`src/core/nrt_map.vh`:
```
// Register offsets, field positions, reset values and timing constants of the protocol timer block.
`ifndef NRT_MAP_VH
`define NRT_MAP_VH
`define NRT_OFF_CTRL 12'h000
`define NRT_OFF_MRT 12'h004
`define NRT_OFF_NRT 12'h008
`define NRT_OFF_GPT 12'h00C
`define NRT_OFF_WUT 12'h010
`define NRT_OFF_CMD 12'h014
`define NRT_OFF_STAT 12'h018
`define NRT_OFF_FLAG 12'h01C
`define NRT_OFF_EVT 12'h020
// Control register fields.
`define NRT_C_OSC_EN 0
`define NRT_C_NRT_STEP 1
`define NRT_C_NRT_EMV 2
`define NRT_C_SQ_EN 3
`define NRT_C_P2P 4
`define NRT_C_LPTGT 5
`define NRT_C_WAKE_MODE 6
`define NRT_C_GPT_TRG_LO 7
`define NRT_C_GPT_TRG_HI 8
`define NRT_CTRL_W 9
`define NRT_CTRL_RST 9'h000
// General purpose timer trigger selection.
`define NRT_GTRG_NONE 2'h0
`define NRT_GTRG_SOF 2'h1
`define NRT_GTRG_EOF 2'h2
`define NRT_GTRG_FOFF 2'h3
// Command register bits, write one to issue.
`define NRT_K_CLEAR 0
`define NRT_K_MRT 1
`define NRT_K_NRT 2
`define NRT_K_GPT 3
`define NRT_K_WUT 4
// Status bits.
`define NRT_S_OSC_OK 0
`define NRT_S_MRT_RUN 1
`define NRT_S_NRT_RUN 2
`define NRT_S_GPT_RUN 3
`define NRT_S_WUT_RUN 4
`define NRT_S_RXWIN 5
// Flag bits, write one to clear.
`define NRT_F_OSC 0
`define NRT_F_NRE 1
`define NRT_F_GPE 2
`define NRT_F_WT 3
`define NRT_NFLAG 4
// Simulated event inputs from software, write one to pulse.
`define NRT_E_TXEND 0
`define NRT_E_SOF 1
`define NRT_E_EOF 2
`define NRT_E_FON 3
`define NRT_E_FOFF 4
`define NRT_E_BUSY 5
// Prescales in carrier periods per count; the wake-up prescale is in RC periods, the settle count in carrier edges.
`define NRT_MRT_DIV 16'h0040
`define NRT_MRT_LP_DIV 16'h0200
`define NRT_NRT_DIV_S 16'h0040
`define NRT_NRT_DIV_L 16'h1000
`define NRT_GPT_DIV 16'h0008
`define NRT_WUT_DIV 16'h0001
`define NRT_OSC_SETTLE 16'h0100
`define NRT_ZERO16 16'h0000
`define NRT_ONE16 16'h0001
`endif

```
`src/core/nrt_tmr.v`:
```
// One prescaled down-counting timer with start, stop and a one-cycle expiry pulse.
`timescale 1ns/1ps
module nrt_tmr (
   input wire pclk, // Clock.
   input wire presetn, // Asynchronous reset, active low.
   input wire tick, // Count enable, one per source clock period.
   input wire start, // Load and run, restarts a running timer.
   input wire stop, // Stop without expiry.
   input wire [15:0] div, // Ticks per count.
   input wire [15:0] load, // Counts to expiry.
   output reg run, // Timer running.
   output reg expire // One-cycle pulse at timeout.
);
`include "nrt_map.vh"
reg [15:0] pre;
reg [15:0] cnt;
always @(posedge pclk or negedge presetn) begin
   if (!presetn) begin
      run <= 1'b0;
      expire <= 1'b0;
      pre <= 16'h0000;
      cnt <= 16'h0000;
   end else begin
      expire <= 1'b0;
      if (start) begin
         run <= (load != `NRT_ZERO16);
         cnt <= load;
         pre <= `NRT_ZERO16;
      end else if (stop) begin
         run <= 1'b0;
      end else if (run && tick) begin
         if (pre + `NRT_ONE16 >= div) begin
            pre <= `NRT_ZERO16;
            if (cnt == `NRT_ONE16) begin
               run <= 1'b0;
               expire <= 1'b1;
            end
            cnt <= cnt - `NRT_ONE16;
         end else begin
            pre <= pre + `NRT_ONE16;
         end
      end
   end
end
endmodule // nrt_tmr

```
`src/core/nrt_timers.v`:
```
// Protocol timers of an HF reader: mask-receive, no-response, general purpose and wake-up, with APB registers.
// Contract
// - Oscillator enable runs oscillator; stable sets readable flag and event.
// - Clear command stops all timers except wake-up timer and, in mode 1, no-response timer.
// - Transmit end starts no-response timer, and mask-receive timer outside peer mode.
// - Receive window held low while mask-receive timer runs.
// - Squelch forced on while mask timer runs if enabled; no expiry event.
// - Peer mode: peer field on starts mask-receive timer.
// - Low power target: command starts mask timer, 512 periods per count, then watch.
// - No-response step is 64 or 4096 carrier periods.
// - Mode 0: expiry before reply flags and drops window; reply stops timer.
// - Mode 1: expiry always flags, ignores clear, drops window only if idle.
// - No-response timeout has its own status flag.
// - Start command starts or restarts no-response timer.
// - Peer mode ignores no-response start command.
// - Peer mode: expiry before peer field on raises event.
// - General timer triggers on SOF, EOF or, in peer mode only, field off; expiry always flags.
// - Start command starts or restarts general purpose timer.
// - Wake-up start accepted outside wake mode; RC clocked; expiry sets flag.
// - Receiver state captured while window high; falling edge ends reception.
`timescale 1ns/1ps
module nrt_timers (
   input wire pclk, // APB clock.
   input wire presetn, // Asynchronous reset, active low.
   input wire psel, // APB select.
   input wire penable, // APB enable.
   input wire pwrite, // APB direction.
   input wire [11:0] paddr, // APB byte address.
   input wire [31:0] pwdata, // APB write data.
   output reg [31:0] prdata, // APB read data.
   output reg pready, // APB ready.
   output reg pslverr, // APB error on unmapped address.
   input wire fc_clk_in, // Carrier-rate clock from the crystal, async.
   input wire rc_clk_in, // Wake-up RC oscillator clock, async.
   input wire rx_data_in, // Receiver output, async.
   output reg rx_window, // Receive window enable.
   output reg squelch_on, // Squelch forced on.
   output reg osc_run, // Crystal oscillator enable.
   output reg rc_run, // RC oscillator enable.
   output reg irq_flag_any, // Any flag set, the oscillator flag included.
   output reg [3:0] rx_capture, // Receiver state held at reception end.
   output reg msg_start // Pulse: message start seen after low-power mask.
);
`include "nrt_map.vh"
reg [`NRT_CTRL_W-1:0] ctrl;
reg [15:0] mrt_cfg, nrt_cfg, gpt_cfg, wut_cfg;
reg [`NRT_NFLAG-1:0] flag;
reg [15:0] settle;
reg osc_ok;
reg [2:0] fc_s, rc_s, rx_s;
reg lp_watch, reply_busy, peer_on, rx_win_q;
reg [3:0] rx_cnt;
wire acc = psel && penable;
wire wr = acc && pwrite;
wire cmd_wr = wr && (paddr == `NRT_OFF_CMD);
wire evt_wr = wr && (paddr == `NRT_OFF_EVT);
wire k_clear = cmd_wr && pwdata[`NRT_K_CLEAR];
wire p2p = ctrl[`NRT_C_P2P];
wire lptgt = ctrl[`NRT_C_LPTGT];
wire emv = ctrl[`NRT_C_NRT_EMV];
wire [1:0] gtrg = ctrl[`NRT_C_GPT_TRG_HI:`NRT_C_GPT_TRG_LO];
wire e_txend = evt_wr && pwdata[`NRT_E_TXEND];
wire e_sof = evt_wr && pwdata[`NRT_E_SOF];
wire e_eof = evt_wr && pwdata[`NRT_E_EOF];
wire e_fon = evt_wr && pwdata[`NRT_E_FON];
wire e_foff = evt_wr && pwdata[`NRT_E_FOFF];
wire fc_tick = (fc_s[2] != fc_s[1]) && fc_s[2] && osc_run;
wire rc_tick = (rc_s[2] != rc_s[1]) && rc_s[2] && rc_run;
wire mrt_run, nrt_run, gpt_run, wut_run;
wire mrt_exp, nrt_exp, gpt_exp, wut_exp;
// Peer field on is the start of a reply in peer mode.
wire reply_start = p2p ? e_fon : e_sof;
wire mrt_start = (e_txend && !p2p) || (p2p && e_fon) || (lptgt && cmd_wr && pwdata[`NRT_K_MRT]);
wire nrt_cmd = cmd_wr && pwdata[`NRT_K_NRT] && !p2p;
wire nrt_start = e_txend || nrt_cmd;
wire nrt_stop = (k_clear && !emv) || (reply_start && !emv && nrt_run);
wire gpt_trig = (gtrg == `NRT_GTRG_SOF && e_sof) || (gtrg == `NRT_GTRG_EOF && e_eof) ||
   (gtrg == `NRT_GTRG_FOFF && p2p && e_foff);
wire gpt_start = gpt_trig || (cmd_wr && pwdata[`NRT_K_GPT]);
wire wut_start = cmd_wr && pwdata[`NRT_K_WUT] && !ctrl[`NRT_C_WAKE_MODE];
wire [15:0] mrt_div = lptgt ? `NRT_MRT_LP_DIV : `NRT_MRT_DIV;
wire [15:0] nrt_div = ctrl[`NRT_C_NRT_STEP] ? `NRT_NRT_DIV_L : `NRT_NRT_DIV_S;
// Timeout drops the window; in mode 1 only when no reply is in progress.
wire nrt_kill = nrt_exp && (!emv || !reply_busy);
wire [`NRT_NFLAG-1:0] set_v;
assign set_v[`NRT_F_OSC] = osc_run && !osc_ok && (settle == `NRT_OSC_SETTLE);
// Mode 0 timer is stopped by a reply, so any expiry means none came first.
assign set_v[`NRT_F_NRE] = nrt_exp;
assign set_v[`NRT_F_GPE] = gpt_exp;
assign set_v[`NRT_F_WT] = wut_exp;
nrt_tmr u_mrt (.pclk(pclk), .presetn(presetn), .tick(fc_tick), .start(mrt_start), .stop(k_clear),
   .div(mrt_div), .load(mrt_cfg), .run(mrt_run), .expire(mrt_exp));
nrt_tmr u_nrt (.pclk(pclk), .presetn(presetn), .tick(fc_tick), .start(nrt_start), .stop(nrt_stop),
   .div(nrt_div), .load(nrt_cfg), .run(nrt_run), .expire(nrt_exp));
nrt_tmr u_gpt (.pclk(pclk), .presetn(presetn), .tick(fc_tick), .start(gpt_start), .stop(k_clear),
   .div(`NRT_GPT_DIV), .load(gpt_cfg), .run(gpt_run), .expire(gpt_exp));
nrt_tmr u_wut (.pclk(pclk), .presetn(presetn), .tick(rc_tick), .start(wut_start), .stop(1'b0),
   .div(`NRT_WUT_DIV), .load(wut_cfg), .run(wut_run), .expire(wut_exp));
always @(posedge pclk or negedge presetn) begin
   if (!presetn) begin
      fc_s <= 3'h0;
      rc_s <= 3'h0;
      rx_s <= 3'h0;
   end else begin
      fc_s <= {fc_s[1:0], fc_clk_in};
      rc_s <= {rc_s[1:0], rc_clk_in};
      rx_s <= {rx_s[1:0], rx_data_in};
   end
end
// Oscillator settling is modelled by counting carrier edges after enable.
always @(posedge pclk or negedge presetn) begin
   if (!presetn) begin
      settle <= 16'h0000;
      osc_ok <= 1'b0;
   end else if (!osc_run) begin
      settle <= `NRT_ZERO16;
      osc_ok <= 1'b0;
   end else if (!osc_ok) begin
      if (settle == `NRT_OSC_SETTLE)
         osc_ok <= 1'b1;
      else if (fc_s[2] != fc_s[1])
         settle <= settle + `NRT_ONE16;
   end
end
always @(posedge pclk or negedge presetn) begin
   if (!presetn) begin
      ctrl <= `NRT_CTRL_RST;
      mrt_cfg <= 16'h0000;
      nrt_cfg <= 16'h0000;
      gpt_cfg <= 16'h0000;
      wut_cfg <= 16'h0000;
      flag <= 4'h0;
   end else begin
      if (wr && paddr == `NRT_OFF_CTRL)
         ctrl <= pwdata[`NRT_CTRL_W-1:0];
      // The host keeps configuration stable while a timer runs; no interlock here.
      if (wr && paddr == `NRT_OFF_MRT)
         mrt_cfg <= pwdata[15:0];
      if (wr && paddr == `NRT_OFF_NRT)
         nrt_cfg <= pwdata[15:0];
      if (wr && paddr == `NRT_OFF_GPT)
         gpt_cfg <= pwdata[15:0];
      if (wr && paddr == `NRT_OFF_WUT)
         wut_cfg <= pwdata[15:0];
      // A set in the same cycle as a clear wins.
      if (wr && paddr == `NRT_OFF_FLAG)
         flag <= (flag & ~pwdata[`NRT_NFLAG-1:0]) | set_v;
      else
         flag <= flag | set_v;
   end
end
// Window, squelch, reply tracking and reception capture.
always @(posedge pclk or negedge presetn) begin
   if (!presetn) begin
      rx_window <= 1'b0;
      squelch_on <= 1'b0;
      osc_run <= 1'b0;
      rc_run <= 1'b0;
      irq_flag_any <= 1'b0;
      rx_capture <= 4'h0;
      msg_start <= 1'b0;
      lp_watch <= 1'b0;
      reply_busy <= 1'b0;
      peer_on <= 1'b0;
      rx_win_q <= 1'b0;
      rx_cnt <= 4'h0;
   end else begin
      osc_run <= ctrl[`NRT_C_OSC_EN];
      rc_run <= wut_start || (rc_run && !wut_exp);
      irq_flag_any <= |flag;
      squelch_on <= mrt_run && ctrl[`NRT_C_SQ_EN];
      if (e_fon)
         peer_on <= 1'b1;
      else if (e_foff)
         peer_on <= 1'b0;
      if (reply_start)
         reply_busy <= 1'b1;
      else if (e_eof || k_clear)
         reply_busy <= 1'b0;
      if (mrt_start || nrt_kill || (e_txend && p2p))
         rx_window <= 1'b0;
      else if (mrt_exp)
         rx_window <= 1'b1;
      if (mrt_exp && lptgt)
         lp_watch <= 1'b1;
      else if (msg_start || k_clear)
         lp_watch <= 1'b0;
      msg_start <= lp_watch && rx_s[2] && !msg_start;
      rx_win_q <= rx_window;
      if (rx_window && rx_s[2] && !rx_s[1] && rx_cnt != 4'hF)
         rx_cnt <= rx_cnt + 4'h1;
      else if (!rx_window && rx_win_q)
         rx_cnt <= 4'h0;
      if (!rx_window && rx_win_q)
         rx_capture <= rx_cnt;
   end
end
// APB slave: zero wait states, error on unmapped address.
always @(posedge pclk or negedge presetn) begin
   if (!presetn) begin
      prdata <= 32'h0000_0000;
      pready <= 1'b0;
      pslverr <= 1'b0;
   end else begin
      pready <= psel && !penable;
      pslverr <= 1'b0;
      if (psel && !penable) begin
         prdata <= 32'h0000_0000;
         case (paddr)
            `NRT_OFF_CTRL: prdata <= {23'h00_0000, ctrl};
            `NRT_OFF_MRT: prdata <= {16'h0000, mrt_cfg};
            `NRT_OFF_NRT: prdata <= {16'h0000, nrt_cfg};
            `NRT_OFF_GPT: prdata <= {16'h0000, gpt_cfg};
            `NRT_OFF_WUT: prdata <= {16'h0000, wut_cfg};
            `NRT_OFF_CMD: prdata <= 32'h0000_0000;
            `NRT_OFF_EVT: prdata <= {26'h000_0000, reply_busy, peer_on, 4'h0};
            `NRT_OFF_STAT: prdata <= {26'h000_0000, rx_window, wut_run, gpt_run, nrt_run, mrt_run, osc_ok};
            `NRT_OFF_FLAG: prdata <= {28'h000_0000, flag};
            default: pslverr <= 1'b1;
         endcase
      end
   end
end
endmodule // nrt_timers

```
`config.mk`:
```
export PLATFORM = sky130hd
export DESIGN_NAME = nrt_timers
export DESIGN_NICKNAME = d
export VERILOG_FILES = /design/src/core/nrt_tmr.v /design/src/core/nrt_timers.v
export VERILOG_INCLUDE_DIRS = /design/src /design/src/core
export SDC_FILE = /design/constraint.sdc
export NUM_CORES = 1
export LEC_CHECK = 0
export BUFFER_PORTS_ARGS = -buffer_cell sky130_fd_sc_hd__buf_2
export CAP_MARGIN = 30
export CORE_ASPECT_RATIO = 0.9
export CORE_MARGIN = 3
export CORE_UTILIZATION = 57
export CTS_BUF_LIST = sky130_fd_sc_hd__clkbuf_2 sky130_fd_sc_hd__clkbuf_4 sky130_fd_sc_hd__clkbuf_8
export DETAILED_ROUTE_END_ITERATION = 16
export GPL_ROUTABILITY_DRIVEN = 0
export PLACE_DENSITY_LB_ADDON = 0.25
export SLEW_MARGIN = 30
export SYNTH_ARGS = -nofsm -noshare
export SYNTH_HDL_FRONTEND = slang
export SYNTH_HIERARCHICAL = 1
export SYNTH_SLANG_ARGS = --single-unit
```
`constraint.sdc`:
```
create_clock -name pclk -period 3.7 [get_ports pclk]
set_input_delay 0.185 -clock pclk [delete_from_list [all_inputs] [get_ports pclk]]
set_output_delay 0.185 -clock pclk [all_outputs]
set_load 0.02 [all_outputs]
```
Yosys cells after proc, flatten, opt, wreduce, memory -nomap -nowiden. Cells that the tools add are included.

Input port bits: 52. Flip-flop bits (word level): 291. Logic and storage cells: 296.

Reductions and logical operators: 119. Add/sub/neg operators: 10. Bitwise logic cells: 4. Muxes and demuxes: 92. Equal/unequal tests: 25. $lt $le $gt $ge: 4.

Operator list (number): $mux 16 (34); $pmux 16 s8 (1); $add 16x1->16 const B (5); $eq 16x1->1 const B (4); $reduce_bool 16->1 (4); $sub 16x1->16 const B (4); $logic_and 1x1->1 (54); $mux 1 (52); $eq 12x5->1 const B (4); $reduce_bool 2->1 (14); $reduce_bool 3->1 (9); $eq 12x4->1 const B (2); $reduce_and 3->1 (8); $eq 16x9->1 const B (1); $ge 16x1->1 const B (1); $ge 16x10->1 (1); $ge 16x13->1 (1); $ge 16x4->1 const B (1); $logic_or 1x1->1 (13); $mux 13 (1); $eq 12x3->1 const B (1); $eq 12x6->1 const B (1); $logic_not 12->1 (1); $mux 4 (3); 15 further kinds (34).

Longest topological paths before layout. Gate-level depths: netlist of the first run.

Depth after elaboration: 10. Mapped depth: 14. Gate-level depth less buffers: 13.

By module. The synthesis of the first run kept the hierarchy.

Modules (own cells, without submodules): nrt_tmr (u_gpt ...) (area an instance 2483.6 sq um, cells an instance 276, instances 3); nrt_timers (area an instance 6741.5 sq um, cells an instance 567, instances 1); nrt_tmr (u_wut) (area an instance 2497.4 sq um, cells an instance 296, instances 1).

Least setup slack after synthesis of the first run. OpenSTA, ideal clock, no wires.

Path type: flip-flop to flip-flop. Start point: reg u_gpt.pre[2]. End point: reg u_gpt.pre[3]. Arrival time: 3311 ps. Path buffers: 2. Cell stages (with the launch flop): 14. Clock period less this slack: 3393 ps. Path slack: 307 ps. Cell sequence: dfrtp_1 clkbuf_1 nand3_1 nor4_1 and3_1 xor2_1 ha_1 a21oi_1 o21ai_0 a21oi_1 and3_1 buf_6 nand2_1 a31oi_1.

Longest elaborated chain between the ends: 6.

RTL lines: from (decl) (line nrt_tmr.v:15) `reg [15:0] pre;`; from (signal assigned) (line nrt_tmr.v:28) `` pre <= `NRT_ZERO16; ``; from (signal assigned) (line nrt_tmr.v:33) `` pre <= `NRT_ZERO16; ``; from (signal assigned) (line nrt_tmr.v:40) `` pre <= pre + `NRT_ONE16; ``; $add 16x1->16 (no line) (*); $ge 16x4->1 (line nrt_tmr.v:32) `` if (pre + `NRT_ONE16 >= div) begin ``; $mux 16 (*) (line nrt_tmr.v:32); $mux 16 (*) (line nrt_tmr.v:31) `end else if (run && tick) begin`; $mux 16 (*) (line nrt_tmr.v:29) `end else if (stop) begin`; $mux 16 (*) (line nrt_tmr.v:25) `if (start) begin`.

Mark *: on every way between the ends. The rest lies on a longest branch, timed or not. The select of a mux whose other input is x is not followed. A chain may end at the register's enable or synchronous reset.

Final worst setup path of the first run.
Start point: reg u_nrt.pre[1]. End point: reg u_nrt.cnt[14].

Longest elaborated chain between the ends: 4.

RTL lines: from (decl) (line nrt_tmr.v:15); from (signal assigned) (line nrt_tmr.v:28); from (signal assigned) (line nrt_tmr.v:33); from (signal assigned) (line nrt_tmr.v:40); $add 16x1->16 (no line); $ge 16x13->1 (line nrt_tmr.v:32); $reduce_bool 2->1 (no line); $reduce_and 3->1 (no line); to (signal assigned) (line nrt_tmr.v:27) `cnt <= load;`; to (signal assigned) (line nrt_tmr.v:38) `` cnt <= cnt - `NRT_ONE16; ``; to (decl) (line nrt_tmr.v:16) `reg [15:0] cnt;`.

Every way passes these cells.

==> results.sh, run 1 <==
export IMPL_fill_cells=2195
export IMPL_wl_met2_um=19800
export IMPL_tns_ns=0
export IMPL_comb_power_share=0.050
export IMPL_grt_use_total=0.267
export IMPL_leakage_uw=0.00890
export IMPL_clkPwrFrac=0.463
export IMPL_synth_edff_count=0
export IMPL_yosys_warnings=6
export IMPL_root_buffer="clkbuf_8"
export IMPL_slew_viol_final=0
export IMPL_synth_cells=1691
export IMPL_period_share=0.966
export IMPL_cts_path_max_buffers=3
export IMPL_synth_flop_cell="dfrtp_1"
export IMPL_cts_tree="done"
export IMPL_fmax_mhz=280
export IMPL_vias=13700
export IMPL_cellPowerDensity_mw_per_mm2=323
export IMPL_drc=0
export IMPL_row_count=58
export IMPL_worst_path_most_repeated_cell="xor2_1"
export IMPL_synth_area_top_cells="dfrtp_1 (41%), ha_1 (6.0%), mux2_2 (5.5%)"
export IMPL_top_level_ports=96
export IMPL_wl_per_cell_um=18.8
export IMPL_antenna_found_initial=0
export IMPL_overflow=0
export IMPL_grt_max_degree=107
export IMPL_wl_met1_um=19100
export IMPL_dp_hpwl_um=30300
export IMPL_die_area_mm2=0.0314
export IMPL_final_nets=2000
export IMPL_cp_slowest_stage_delay_ns=0.43
export IMPL_drt_vias_per_instance=5.99
export IMPL_seq_area_frac_synth=0.412
export IMPL_drtIter0Drc=1196
export IMPL_intPower_uw=4710
export IMPL_required_ns=4.15
export IMPL_yosysMostFrequentCell="dfrtp_1"
export IMPL_highest_layer="met4"
export IMPL_worst_slack_ns=0.126
export IMPL_first_pass_iters=6
export IMPL_max_slew_margin=0.337
export IMPL_endpoint_kind="register"
export IMPL_max_cap_violations=0
export IMPL_start_util=0.588
export IMPL_synth_common_cells="dfrtp_1 (275), nand2_1 (166), inv_1 (105)"
export IMPL_pwr_share_seq=0.487
export IMPL_yosysTopAreaCell="dfrtp_1"
export IMPL_netlist_area_mm2=0.0167
export IMPL_fin_worst_skew_ns=0.0212
export IMPL_hold_class="in -> reg"
export IMPL_ys_types=81
export IMPL_core_area_mm2=0.0284
export IMPL_met3_length_um=2880
export IMPL_die_h_um=168
export IMPL_cts_sinks=275
export IMPL_pre_cts_ws_ns=-0.0394
export IMPL_critical_path_cell_chain="ha_4 -> nand2_1 -> nor3_2 -> and4_4 -> and3_1 -> xor2_1 -> ha_1 -> nand4_1 -> a211oi_2 -> a32oi_4 -> buf_12 -> a2111oi_2 -> xor2_1 -> mux2_2"
export IMPL_ant_nets=0
export IMPL_diodes=0
export IMPL_status="finished clean"
export IMPL_finalHoldViolCount=0
export IMPL_port_buffers=63
export IMPL_critPathTopFamily="simple AND/OR/NAND/NOR gates"
export IMPL_grt_pass1_wl_um=68900
export IMPL_swShare=0.242
export IMPL_critical_path_arrival_ns=4.03
export IMPL_startpoint_type="register"
export IMPL_synth_seq_cells=275
export IMPL_netlist_area_leader_share=0.412
export IMPL_numCtsBuffers=47
export IMPL_crit_fanout=18
export IMPL_drive_gt1_frac=0.207
export IMPL_cp_buffers_inverters=1
export IMPL_post_route_min_period_ns=3.57
export IMPL_avgSynthCellArea_um2=9.87
export IMPL_clkLatencyLatePin_ns=0.59
export IMPL_cts_max_level=2
export IMPL_routed_wl_um=43100
export IMPL_p_total_uw=6210
export IMPL_crit_type="reg -> reg"
export IMPL_grt_pass1_vias=13200
export IMPL_path_clk_slew_ns=0.06
export IMPL_synthArstFlopShare=1.00
export IMPL_worstMarginPinSlew_ns=0.994
export IMPL_setup_violations=0
export IMPL_dieWidth_um=186
export IMPL_fin_util=0.679
export IMPL_p_switching_uw=1500
export IMPL_cpMaxStageDelayCell="dfrtp_1"
export IMPL_vdd_drop_max_mv=0.290
export IMPL_area_delta_synth_final_pct=15.4
==> state kept, by name (all words and copies together), names as in the netlist, 9 cells and up <==
name,cells
ctrl,9
gpt_cfg,16
mrt_cfg,16
nrt_cfg,16
prdata,16
settle,16
u_gpt/cnt,16
u_gpt/pre,16
u_mrt/cnt,16
u_mrt/pre,16
u_nrt/cnt,16
u_nrt/pre,16
u_wut/cnt,16
u_wut/pre,16
wut_cfg,16
==> metrics by stage <==
stage	std cells	hold WS, ns	instance area, um^2
2_1_floorplan	1769	-0.111	17000
3_3_place_gp	2179	0.294	17700
3_5_place_dp	2179	0.302	17700
4_1_cts	2279	0.00106	18900
5_1_grt	2290	0.0440	19300
6_report	2290	0.0430	19300
==> final cells by class <==
cell class	count	area, um^2	share of cell area
Clock buffer	68	880	0.0457
Clock inverter	13	103	0.00533
Inverter	105	394	0.0205
Multi-Input combinational cell	1304	9540	0.495
Sequential cell	275	6890	0.358
Tap cell	390	488	0.0253
Timing Repair Buffer	135	967	0.0502
==> power by group through the flow <==
stage	Clock, uW	Sequential, uW	Combinational, uW
after floorplan	0	3080	154
after global placement	0	3080	279
after detailed placement	0	3080	286
after CTS	2950	3020	303
after global routing	3090	3020	351
final	2880	3020	313
==> cells in the final DEF, fill, tap and decap left out, drive strengths merged, types with 8 or more instances in the layout <==
cell type      n
dlygate4sd3   19
nand2        166
a22o          20
nor3b         18
o21ai        112
o31ai          9
nand2b        26
xnor2         65
or2           18
and3          26
a32oi          8
a211oi        13
inv          107
conb          80
or4           17
nor4          32
mux2          90
ha            80
o2bb2ai       10
clkinv         8
a22oi         10
a21o          33
nand3         55
and4           9
clkbuf        68
dfrtp        275
xor2          46
mux2i         21
a31oi         27
nor3          29
a2111oi       15
nor2          54
or3           21
nand4         26
a21oi         83
buf          116
and2           9
==> cell families (layout without fill, tap and decap cells) <==
family | count (synthesis) | count (layout) | synth area share
XOR/XNOR | 111 | 111 | 0.0583
other | 2 | 80 | 0.000450
multiplexers | 115 | 115 | 0.0807
AND/OR/NAND/NOR | 538 | 538 | 0.179
flip-flops | 275 | 275 | 0.412
buffers and inverters | 192 | 321 | 0.0534
AO/OA/AOI/OAI | 378 | 380 | 0.156
adder cells (fa/ha/maj) | 80 | 80 | 0.0600
==> worst register-to-register path, cell delays in order (launching register included) <==
cell       delay [ns]
dfrtp_1          0.43
ha_4             0.18
nand2_1          0.09
nor3_2           0.19
and4_4           0.29
and3_1           0.21
xor2_1           0.08
ha_1             0.30
nand4_1          0.23
a211oi_2         0.31
a32oi_4          0.16
buf_12           0.18
a2111oi_2        0.40
xor2_1           0.11
mux2_2           0.28
==> layer usage <==
metal,global-route usage,vias to the layer above
met2,0.419,504
met1,0.379,6696
met3,0.0450,120
li1,-,6401
met4,0.0914,0
met5,0,-
==> final timing paths <==
check / cells past startpoint / from / end / slack (ns)
hold reg to reg: 0 / fc_s[0] / fc_s[1] / 0.35
hold / removal: 3 / pwdata[2] / flag[2] / 0.04
max in group asynchronous: 3 / presetn / u_mrt/pre[3] / 2.44
setup reg to reg: 14 / u_nrt/pre[1] / u_nrt/cnt[14] / 0.13
setup / recovery: 14 / u_nrt/pre[1] / u_nrt/cnt[14] / 0.13
min in group asynchronous: 2 / presetn / rx_cnt[1] / 0.23
==> timing repair <==
| item | in CTS | in global routing |
|---|---|---|
| gates resized for setup | 4 | 42 |
| buffers inserted | 0 | 9 |
| hold buffers | 19 | 0 |
| pin swaps | 1 | 13 |
| setup endpoints to repair | 7 | 85 |
| gates cloned | 0 | 2 |
| endpoints found under the hold margin | 171 | 0 |
No activity file was read; power rests on OpenSTA's default activity.
==> run 2, diff against run 1 <==
--- a/config.mk
+++ b/config.mk
@@ -8,7 +8,7 @@
 export LEC_CHECK = 0
 export BUFFER_PORTS_ARGS = -buffer_cell sky130_fd_sc_hd__buf_2
 export CAP_MARGIN = 30
-export CORE_ASPECT_RATIO = 0.9
+export CORE_ASPECT_RATIO = 1.1
 export CORE_MARGIN = 3
 export CORE_UTILIZATION = 57
 export CTS_BUF_LIST = sky130_fd_sc_hd__clkbuf_2 sky130_fd_sc_hd__clkbuf_4 sky130_fd_sc_hd__clkbuf_8
==> results.sh, run 2 (same netlist as run 1, synthesis figures left out) <==
export IMPL_fin_util=0.671
export IMPL_hold_class="in -> reg"
export IMPL_diodes=0
export IMPL_max_slew_margin=0.356
export IMPL_cts_path_max_buffers=3
export IMPL_vias=13600
export IMPL_grt_pass1_vias=13400
export IMPL_port_buffers=63
export IMPL_core_area_mm2=0.0288
export IMPL_overflow=0
export IMPL_row_count=65
export IMPL_cts_tree="done"
export IMPL_grt_max_degree=87
export IMPL_dp_hpwl_um=29400
export IMPL_p_total_uw=6580
export IMPL_post_route_min_period_ns=3.55
export IMPL_critical_path_arrival_ns=4.01
export IMPL_root_buffer="clkbuf_8"
export IMPL_comb_power_share=0.046
export IMPL_swShare=0.233
export IMPL_intPower_uw=5050
export IMPL_hp_start="psel"
export IMPL_die_h_um=185
export IMPL_setup_violations=0
export IMPL_cts_max_level=2
export IMPL_start_util=0.580
export IMPL_drive_gt1_frac=0.208
export IMPL_top_level_ports=96
export IMPL_die_area_mm2=0.0314
export IMPL_pwr_share_seq=0.459
export IMPL_startpoint_type="register"
export IMPL_post_dp_cell_area_mm2=0.0176
export IMPL_fin_worst_skew_ns=0.0195
export IMPL_numCtsBuffers=47
export IMPL_status="finished clean"
export IMPL_wl_per_cell_um=18.3
export IMPL_fill_cells=2265
export IMPL_clkPwrFrac=0.495
export IMPL_final_nets=2000
export IMPL_area_delta_synth_final_pct=15.8
export IMPL_cts_sinks=275
export IMPL_ant_nets=0
export IMPL_fmax_mhz=282
export IMPL_routed_wl_um=41700
export IMPL_vdd_drop_max_mv=0.438
export IMPL_grt_use_total=0.260
export IMPL_finalHoldViolCount=0
export IMPL_first_pass_iters=5
export IMPL_multiInputGateArea_mm2=0.00951
export IMPL_required_ns=4.16
export IMPL_antenna_found_initial=0
export IMPL_dieWidth_um=169
export IMPL_layout_common_cells="dfrtp_1 (269), nand2_1 (165), inv_1 (105)"
export IMPL_crit_type="reg -> reg"
export IMPL_whs_endpoint="pready"
export IMPL_rr_startpoint="u_nrt/pre[0]"
export IMPL_grt_pass1_wl_um=67000
export IMPL_drtIter0Drc=931
export IMPL_endpoint_kind="register"
export IMPL_worstMarginPinSlew_ns=0.963
export IMPL_clkLatencyLatePin_ns=0.58
export IMPL_min_path_cells=4
export IMPL_p_switching_uw=1540
export IMPL_reg2regPathDepth=14
export IMPL_r2r_end="u_nrt/cnt[14]"
export IMPL_path_clk_slew_ns=0.07
export IMPL_final_cell_area_mm2=0.0193
export IMPL_leakage_uw=0.00895
export IMPL_cellPowerDensity_mw_per_mm2=341
export IMPL_drt_vias_per_instance=5.97
export IMPL_slew_viol_final=0
export IMPL_period_share=0.960
export IMPL_crit_fanout=6
export IMPL_r2r_slack_ns=0.15
export IMPL_regArea_mm2=0.00689
export IMPL_layout_commonest_cell="dfrtp_1"
export IMPL_max_cap_violations=0
export IMPL_drc=0
## run 2: routing by layer
layer	wire, um	track usage	vias to the layer above
met1	17500	0.329	6681
li1	-	-	6387
met2	20600	0.449	407
met3	1940	0.0378	112
met4	1730	0.111	0
met5	0	0	-
## run 2: power by group through the flow
stage | clock network (uW) | logic (uW) | registers, uW
2_1_floorplan | 0 | 154 | 3080
3_3_place_gp | 0 | 271 | 3080
3_5_place_dp | 0 | 278 | 3080
4_1_cts | 3310 | 296 | 3020
5_1_grt | 3450 | 339 | 3020
6_report | 3260 | 303 | 3020
## run 2: worst max-delay path by stage
stage                            start            end  slack, ns  cells after the start
after global placement    u_mrt/pre[0]  u_mrt/pre[12]       0.05                     13
after CTS                 u_nrt/pre[0]  u_nrt/cnt[12]      -0.02                     13
after detailed placement  u_mrt/pre[0]  u_mrt/pre[12]      -0.08                     13
after global routing      u_gpt/pre[3]  u_gpt/cnt[10]      -0.05                     13
after floorplan           u_gpt/pre[2]   u_gpt/pre[3]       0.31                     13
final                     u_nrt/pre[0]  u_nrt/cnt[14]       0.15                     14
## run 2: timing repair
action                                  in CTS  in global routing
pin swaps                                    0                 11
gates resized for setup                      2                 41
cloned                                       0                  2
endpoints found under the setup margin       3                 87
setup buffers                                0                  9
hold buffers                                21                  0
hold endpoints to repair                   148                  0
## run 2: critical path, cell delays in order (launching register included)
cell and delay [ns]:
dfrtp_2 0.44, ha_4 0.18, nand2_1 0.10, nor3_2 0.22, and4_4 0.28, and3_1 0.21, xor2_1 0.08, ha_1 0.29
nand4_1 0.15, a211oi_2 0.32, a32oi_4 0.20, buf_12 0.18, a2111oi_2 0.38, xor2_1 0.12, mux2_2 0.27
## run 2: metrics by stage
step                TNS, ns  hold WS (ns)  worst slack [ns]  instances
global placement          0         0.244            0.0549       2155
detailed placement   -0.101         0.245           -0.0804       2155
floorplan                 0        -0.111             0.307       1769
CTS                 -0.0229        0.0754           -0.0170       2263
finish                    0         0.103             0.149       2274
global route         -0.180         0.101           -0.0544       2274
## run 2: final cells by class
| class | instances | share of cell area |
|---|---|---|
| sequential | 275 | 0.357 |
| clock inverter | 21 | 0.0137 |
| multi-input combinational | 1304 | 0.492 |
| timing repair buffer | 135 | 0.0487 |
| tap | 368 | 0.0238 |
| inverter | 105 | 0.0204 |
| clock buffer | 66 | 0.0448 |
